===== config.mk =====
export PLATFORM = sky130hd
export DESIGN_NAME = tap_pins
export DESIGN_NICKNAME = d
export VERILOG_FILES = /design/src/inc/tap_pkg.sv /design/src/verilog/tap_pins.sv
export SDC_FILE = /design/constraint.sdc
export NUM_CORES = 1
export LEC_CHECK = 0
export BUFFER_PORTS_ARGS = -buffer_cell sky130_fd_sc_hd__buf_2
export CELL_PAD_IN_SITES_DETAIL_PLACEMENT = 2
export CELL_PAD_IN_SITES_GLOBAL_PLACEMENT = 2
export CORE_MARGIN = 1.5
export CORE_UTILIZATION = 31
export DETAILED_ROUTE_END_ITERATION = 10
export GPL_ROUTABILITY_DRIVEN = 0
export HOLD_SLACK_MARGIN = 0.12
export MAX_ROUTING_LAYER = met4
export PLACE_DENSITY = 0.81
export SLEW_MARGIN = 15
export SYNTH_ARGS = -nofsm -noshare
export SYNTH_HDL_FRONTEND = slang
export SYNTH_SLANG_ARGS = --single-unit

===== constraint.sdc =====
create_clock -name clk -period 1.95 [get_ports clk]
set_input_delay 0.2925 -clock clk [delete_from_list [all_inputs] [get_ports clk]]
set_output_delay 0.2925 -clock clk [all_outputs]
set_load 0.05 [all_outputs]

===== src/inc/tap_pkg.sv =====
// tap_pkg: shared types and constants for the test access port pin block
// assumes: included before the design; nothing imported, all uses scoped
package tap_pkg;

  // ****************************************
  // tap controller states
  // ****************************************
  typedef enum logic [3:0] {
    test_logic_reset,
    run_test_idle,
    select_dr_scan,
    capture_dr,
    shift_dr,
    exit1_dr,
    pause_dr,
    exit2_dr,
    update_dr,
    select_ir_scan,
    capture_ir,
    shift_ir,
    exit1_ir,
    pause_ir,
    exit2_ir,
    update_ir
  } tap_state_e;

  // ****************************************
  // pin groups
  // ****************************************
  typedef struct packed {
    logic tck;
    logic tms;
    logic tdi;
  } tap_in_s;

  typedef struct packed {
    logic tdo;
    logic tdo_oe_n;
  } tap_out_s;

  // ****************************************
  // constants
  // ****************************************
  localparam logic PULL_LEVEL = 1'b1;
  localparam int IR_WIDTH_DEFAULT = 4;
  localparam logic [3:0] IR_RESET = 4'h1;
  localparam logic [3:0] IR_BYPASS = 4'hf;
  localparam logic [1:0] IR_CAPTURE = 2'h1;
  localparam logic [3:0] DR_RESET = 4'h0;

endpackage


===== src/verilog/tap_pins.sv =====
// tap_pins: test access port pin logic, controller and bypass/ir shifters
// assumes: tck, tms, tdi and both resets come from off-chip and are sampled on clk
// assumes: the pad outside this block drives tdo while tdo_oe_n is low
`timescale 1ns/1ps
module tap_pins #(
  parameter int IR_WIDTH = tap_pkg::IR_WIDTH_DEFAULT
) (
  input wire logic clk,
  input wire logic reset,
  input wire logic tck,
  input wire logic tms,
  input wire logic tms_driven,
  input wire logic tdi,
  input wire logic tdi_driven,
  input wire logic test_port_reset_n,
  input wire logic chip_reset_n,
  output logic tdo,
  output logic tdo_oe_n,
  output tap_pkg::tap_state_e state,
  output logic [IR_WIDTH-1:0] instruction
);

  // ****************************************
  // parameter check
  // ****************************************
  // the reset and bypass codes are of the default width; the capture code is two bits, zero-padded
  if (IR_WIDTH != tap_pkg::IR_WIDTH_DEFAULT) begin : g_width_check
    $error("tap_pins: IR_WIDTH must match the instruction codes");
  end

  // ****************************************
  // input synchronisers
  // ****************************************
  // every pin passes two flops before any logic reads it
  tap_pkg::tap_in_s pin_s1;
  tap_pkg::tap_in_s pin_s2;
  logic tms_driven_s1;
  logic tms_driven_s2;
  logic tdi_driven_s1;
  logic tdi_driven_s2;
  logic port_reset_n_s1;
  logic port_reset_n_s2;
  logic chip_reset_n_s1;
  logic chip_reset_n_s2;

  always_ff @(posedge clk) begin
    pin_s1.tck <= tck;
    pin_s1.tms <= tms;
    pin_s1.tdi <= tdi;
    tms_driven_s1 <= tms_driven;
    tdi_driven_s1 <= tdi_driven;
    port_reset_n_s1 <= test_port_reset_n;
    chip_reset_n_s1 <= chip_reset_n;
    pin_s2 <= pin_s1;
    tms_driven_s2 <= tms_driven_s1;
    tdi_driven_s2 <= tdi_driven_s1;
    port_reset_n_s2 <= port_reset_n_s1;
    chip_reset_n_s2 <= chip_reset_n_s1;
  end

  // ****************************************
  // pull-ups, edge detect and reset merge
  // ****************************************
  tap_pkg::tap_in_s pin;
  logic tck_d;
  logic next_tck_d;
  logic rst_any;
  logic rise;
  logic fall;

  always_comb begin
    next_tck_d = pin_s2.tck;
    pin.tck = pin_s2.tck;
    pin.tms = tms_driven_s2 ? pin_s2.tms : tap_pkg::PULL_LEVEL;
    pin.tdi = tdi_driven_s2 ? pin_s2.tdi : tap_pkg::PULL_LEVEL;
    rise = pin.tck & ~tck_d;
    fall = ~pin.tck & tck_d;
    // neither reset pin waits for a test clock edge
    rst_any = reset | ~port_reset_n_s2 | ~chip_reset_n_s2;
  end

  always_ff @(posedge clk) begin
    tck_d <= next_tck_d;
  end

  // ****************************************
  // controller
  // ****************************************
  function automatic tap_pkg::tap_state_e step(input tap_pkg::tap_state_e s, input logic m);
    case (s)
      tap_pkg::test_logic_reset: step = m ? tap_pkg::test_logic_reset : tap_pkg::run_test_idle;
      tap_pkg::run_test_idle: step = m ? tap_pkg::select_dr_scan : tap_pkg::run_test_idle;
      tap_pkg::select_dr_scan: step = m ? tap_pkg::select_ir_scan : tap_pkg::capture_dr;
      tap_pkg::capture_dr: step = m ? tap_pkg::exit1_dr : tap_pkg::shift_dr;
      tap_pkg::shift_dr: step = m ? tap_pkg::exit1_dr : tap_pkg::shift_dr;
      tap_pkg::exit1_dr: step = m ? tap_pkg::update_dr : tap_pkg::pause_dr;
      tap_pkg::pause_dr: step = m ? tap_pkg::exit2_dr : tap_pkg::pause_dr;
      tap_pkg::exit2_dr: step = m ? tap_pkg::update_dr : tap_pkg::shift_dr;
      tap_pkg::update_dr: step = m ? tap_pkg::select_dr_scan : tap_pkg::run_test_idle;
      tap_pkg::select_ir_scan: step = m ? tap_pkg::test_logic_reset : tap_pkg::capture_ir;
      tap_pkg::capture_ir: step = m ? tap_pkg::exit1_ir : tap_pkg::shift_ir;
      tap_pkg::shift_ir: step = m ? tap_pkg::exit1_ir : tap_pkg::shift_ir;
      tap_pkg::exit1_ir: step = m ? tap_pkg::update_ir : tap_pkg::pause_ir;
      tap_pkg::pause_ir: step = m ? tap_pkg::exit2_ir : tap_pkg::pause_ir;
      tap_pkg::exit2_ir: step = m ? tap_pkg::update_ir : tap_pkg::shift_ir;
      tap_pkg::update_ir: step = m ? tap_pkg::select_dr_scan : tap_pkg::run_test_idle;
      default: step = tap_pkg::test_logic_reset;
    endcase
  endfunction

  logic [IR_WIDTH-1:0] ir_shift;
  logic [IR_WIDTH-1:0] dr_shift;
  tap_pkg::tap_state_e next_state;
  logic [IR_WIDTH-1:0] next_ir_shift;
  logic [IR_WIDTH-1:0] next_instruction;
  logic [IR_WIDTH-1:0] next_dr_shift;

  // ****************************************
  // controller state
  // ****************************************
  always_comb begin
    next_state = state;
    if (rst_any) begin
      next_state = tap_pkg::test_logic_reset;
    end else if (rise) begin
      next_state = step(state, pin.tms);
    end
  end

  always_ff @(posedge clk) begin
    state <= next_state;
  end

  // ****************************************
  // instruction and data shifters
  // ****************************************
  always_comb begin
    next_ir_shift = ir_shift;
    next_instruction = instruction;
    next_dr_shift = dr_shift;
    if (rst_any || state == tap_pkg::test_logic_reset) begin
      next_instruction = tap_pkg::IR_RESET;
    end
    if (!rst_any && rise) begin
      case (state)
        tap_pkg::capture_ir: begin
          next_ir_shift = {{(IR_WIDTH-2){1'b0}}, tap_pkg::IR_CAPTURE};
        end
        tap_pkg::shift_ir: begin
          next_ir_shift = {pin.tdi, ir_shift[IR_WIDTH-1:1]};
        end
        tap_pkg::update_ir: begin
          next_instruction = ir_shift;
        end
        tap_pkg::capture_dr: begin
          next_dr_shift = tap_pkg::DR_RESET;
        end
        tap_pkg::shift_dr: begin
          // bypass is one bit; other instructions use the full register
          if (instruction == tap_pkg::IR_BYPASS) begin
            next_dr_shift = {{(IR_WIDTH-1){1'b0}}, pin.tdi};
          end else begin
            next_dr_shift = {pin.tdi, dr_shift[IR_WIDTH-1:1]};
          end
        end
        default: begin
        end
      endcase
    end
  end

  always_ff @(posedge clk) begin
    ir_shift <= next_ir_shift;
    instruction <= next_instruction;
    dr_shift <= next_dr_shift;
  end

  // ****************************************
  // output on falling test clock
  // ****************************************
  tap_pkg::tap_out_s out_q;
  tap_pkg::tap_out_s next_out;

  // tdo is enabled on a fall in the two shift states and released on a fall in any other state
  function automatic logic is_shift(input tap_pkg::tap_state_e s);
    is_shift = (s == tap_pkg::shift_ir) || (s == tap_pkg::shift_dr);
  endfunction

  always_comb begin
    next_out = out_q;
    if (rst_any) begin
      next_out.tdo = 1'b0;
      next_out.tdo_oe_n = 1'b1;
    end else if (fall) begin
      next_out.tdo_oe_n = ~is_shift(state);
      if (state == tap_pkg::shift_ir) begin
        next_out.tdo = ir_shift[0];
      end
      if (state == tap_pkg::shift_dr) begin
        next_out.tdo = dr_shift[0];
      end
    end
  end

  always_ff @(posedge clk) begin
    out_q <= next_out;
  end

  // ****************************************
  // pin outputs
  // ****************************************
  // both come straight from the output register
  assign tdo = out_q.tdo;
  assign tdo_oe_n = out_q.tdo_oe_n;

endmodule


==> reports/results.ini <==
[clocking]
clk_pin_slew_ns=0.07
clockBufferDepth=2
cts_root_buffer=clkbuf_8
cts-buffers-inserted=5
cts_tree=yes
htreeDepth=2
clock_latency_ns=0.28
clock_sinks=33

[timing]
maxSlewViolCount=0
fmax_mhz=580
setup_viol=0
period_needed_ns=1.72
rsz0062_at_grt=false
setup_ws_ns=0.227
hold_slack_ns=0.318
tightest_slew_ns=0.596
skew_ns=0.00761
tns_ns=0
slew_headroom=0.602
fin_crit_sh=0.884
finalHoldViolCount=0

[route]
route.detailed.drc=0
drt_pre_antenna_iters=4
routed_wl_um=3390
drt-initial-drc-count=41
route.vias.total=1030
antenna_left=0
post_drt_wl_per_cell_um=16.7
avgViaCountPerCell=5.07

[run]
maxCapViolCount=0

[global_routing]
antenna_found_initial=0
grt_use_total=0.172
gr-total-overflow=0
grt_max_degree=22
grt_pass1_wl_um=5440
grt_pass1_vias=1108

[placement]
io_buffers=18
hpwlAfterDp_um=2340
place_ws_ns=0.277

[floorplanning]
start_util=0.324
chipWidth_um=67.9
die_h_um=67.9
fp.dieArea_um2=4600
rows=23
coreArea_um2=4030
io-pin-count=19

[setup_path]
crit_type=flip-flop to flip-flop
critical_path.endpoint_type=flip-flop
reg2reg_slack_ns=0.23
crit_path_max_fanout=21
critPathArrivalTime_ns=1.64
start_kind=flip-flop
cp_data_required_time_ns=1.87

[power]
total_power_w=0.00129
p_leak_nw=0.614
ir_worst_vdd_mv=0.316
p_per_area_nw_per_um2=802

[synthesis]
yosysSeqAreaShare=0.568
ys_seq_elements=33
syn-instance-count=124
synthFlopType=dfxtp_1
synthDistinctLibCells=39
ys_warn_count=0
synth-edff-count=8
netlist_area_um2=1300
syn_avg_cell_area_um2=10.5
syn_nets=133
synthArstFlopShare=0

[finish]
fin_nets=161
syn2layout_area_growth_pct=23.4
final_common_cell=dfxtp_1
drive_gt1_frac=0.229
layout_common_cells=dfxtp_1, buf_2, nor2_1
diodes=0

[run_status]
status=complete, no violations

[hold_path]
min_path_type=flip-flop to flip-flop

[Yosys cell counts (2+ instances only)]
| library cell | instances | area [um^2] |
|---|---|---|
| nor2b_1 | 7 | 43.8 |
| o21bai_1 | 2 | 15.0 |
| nor2_1 | 12 | 45.0 |
| nor4_1 | 4 | 25.0 |
| nand3_1 | 3 | 15.0 |
| a31oi_1 | 2 | 12.5 |
| a311oi_1 | 2 | 17.5 |
| inv_1 | 2 | 7.51 |
| a22oi_1 | 3 | 22.5 |
| dfxtp_1 | 25 | 500 |
| nand2b_1 | 3 | 18.8 |
| a21oi_1 | 8 | 40.0 |
| o21ai_0 | 2 | 10.0 |
| nand3b_1 | 3 | 22.5 |
| edfxtp_1 | 8 | 240 |
| buf_2 | 4 | 20.0 |
| nand2_1 | 3 | 11.3 |
| nor3_1 | 5 | 25.0 |
| and2_1 | 4 | 25.0 |
| nor3b_1 | 3 | 22.5 |
[repair_timing]
action | 4_1_cts | 5_1_grt
setup buffers | 0 | 0
resized for setup | 0 | 0
hold endpoints to repair | 7 | 0
hold buffers | 7 | 0
[worst paths after layout]
check / startpoint / end / depth (start not counted)
max: state[2] / dr_shift[0] / 3
min: pin_s1[0] / pin_s2[0] / 0
max reg2reg: state[2] / dr_shift[0] / 3
min reg2reg: pin_s1[0] / pin_s2[0] / 0
[power by group]
group	switching (W)	leakage (nW)	internal, W
combinational	0.0000262	0.288	0.0000282
clock	0.000225	0.0455	0.000287
sequential	0.0000100	0.281	0.000714
total	0.000261	0.614	0.00103
[registers in the layout, indices dropped and copies added, names as in the netlist, 2 cells and up]
name	count
pin_s1	3
pin_s2	2
state	4
dr_shift	4
ir_shift	4
instruction	4
[worst max-delay path: stages (launching register included)]
cell     delay, ns
dfxtp_2       0.55
nor3b_1       0.26
a21oi_1       0.10
nor4_2        0.45
[final cells by class]
type                    instances  area [um^2]
inverters                       2         7.51
clock buffers                   8         90.1
multi-input cells              82          523
flip-flops and latches         33          743
well taps                      50         62.6
fillers                       435         2420
repair buffers                 28          183
[stage by stage]
step	instance area, um^2	cells	util
2_1_floorplan	1310	124	-
3_3_place_gp	1450	188	0.360
3_5_place_dp	1450	188	0.360
4_1_cts	1610	203	0.399
5_1_grt	1610	203	0.399
6_report	1610	203	0.399
[routing by layer]
metal  GRT usage  up-vias  wire [um]
met4      0.0825        0         35
met5           -        -          0
met3      0.0411        4        110
met2       0.299       19       1850
met1       0.184      503       1390
li1            -      504          -
[kinds of logic (layout without fill, tap and decap cells)]
kind of cell | after synthesis | after routing | share of synthesized area
flip-flops | 33 | 33 | 0.568
multiplexers | 1 | 1 | 0.00768
buffers and inverters | 9 | 38 | 0.0355
AND/OR/NAND/NOR | 55 | 55 | 0.245
AO/OA/AOI/OAI | 25 | 25 | 0.137
XOR/XNOR | 1 | 1 | 0.00672
No activity file was read; power rests on OpenSTA's default activity.
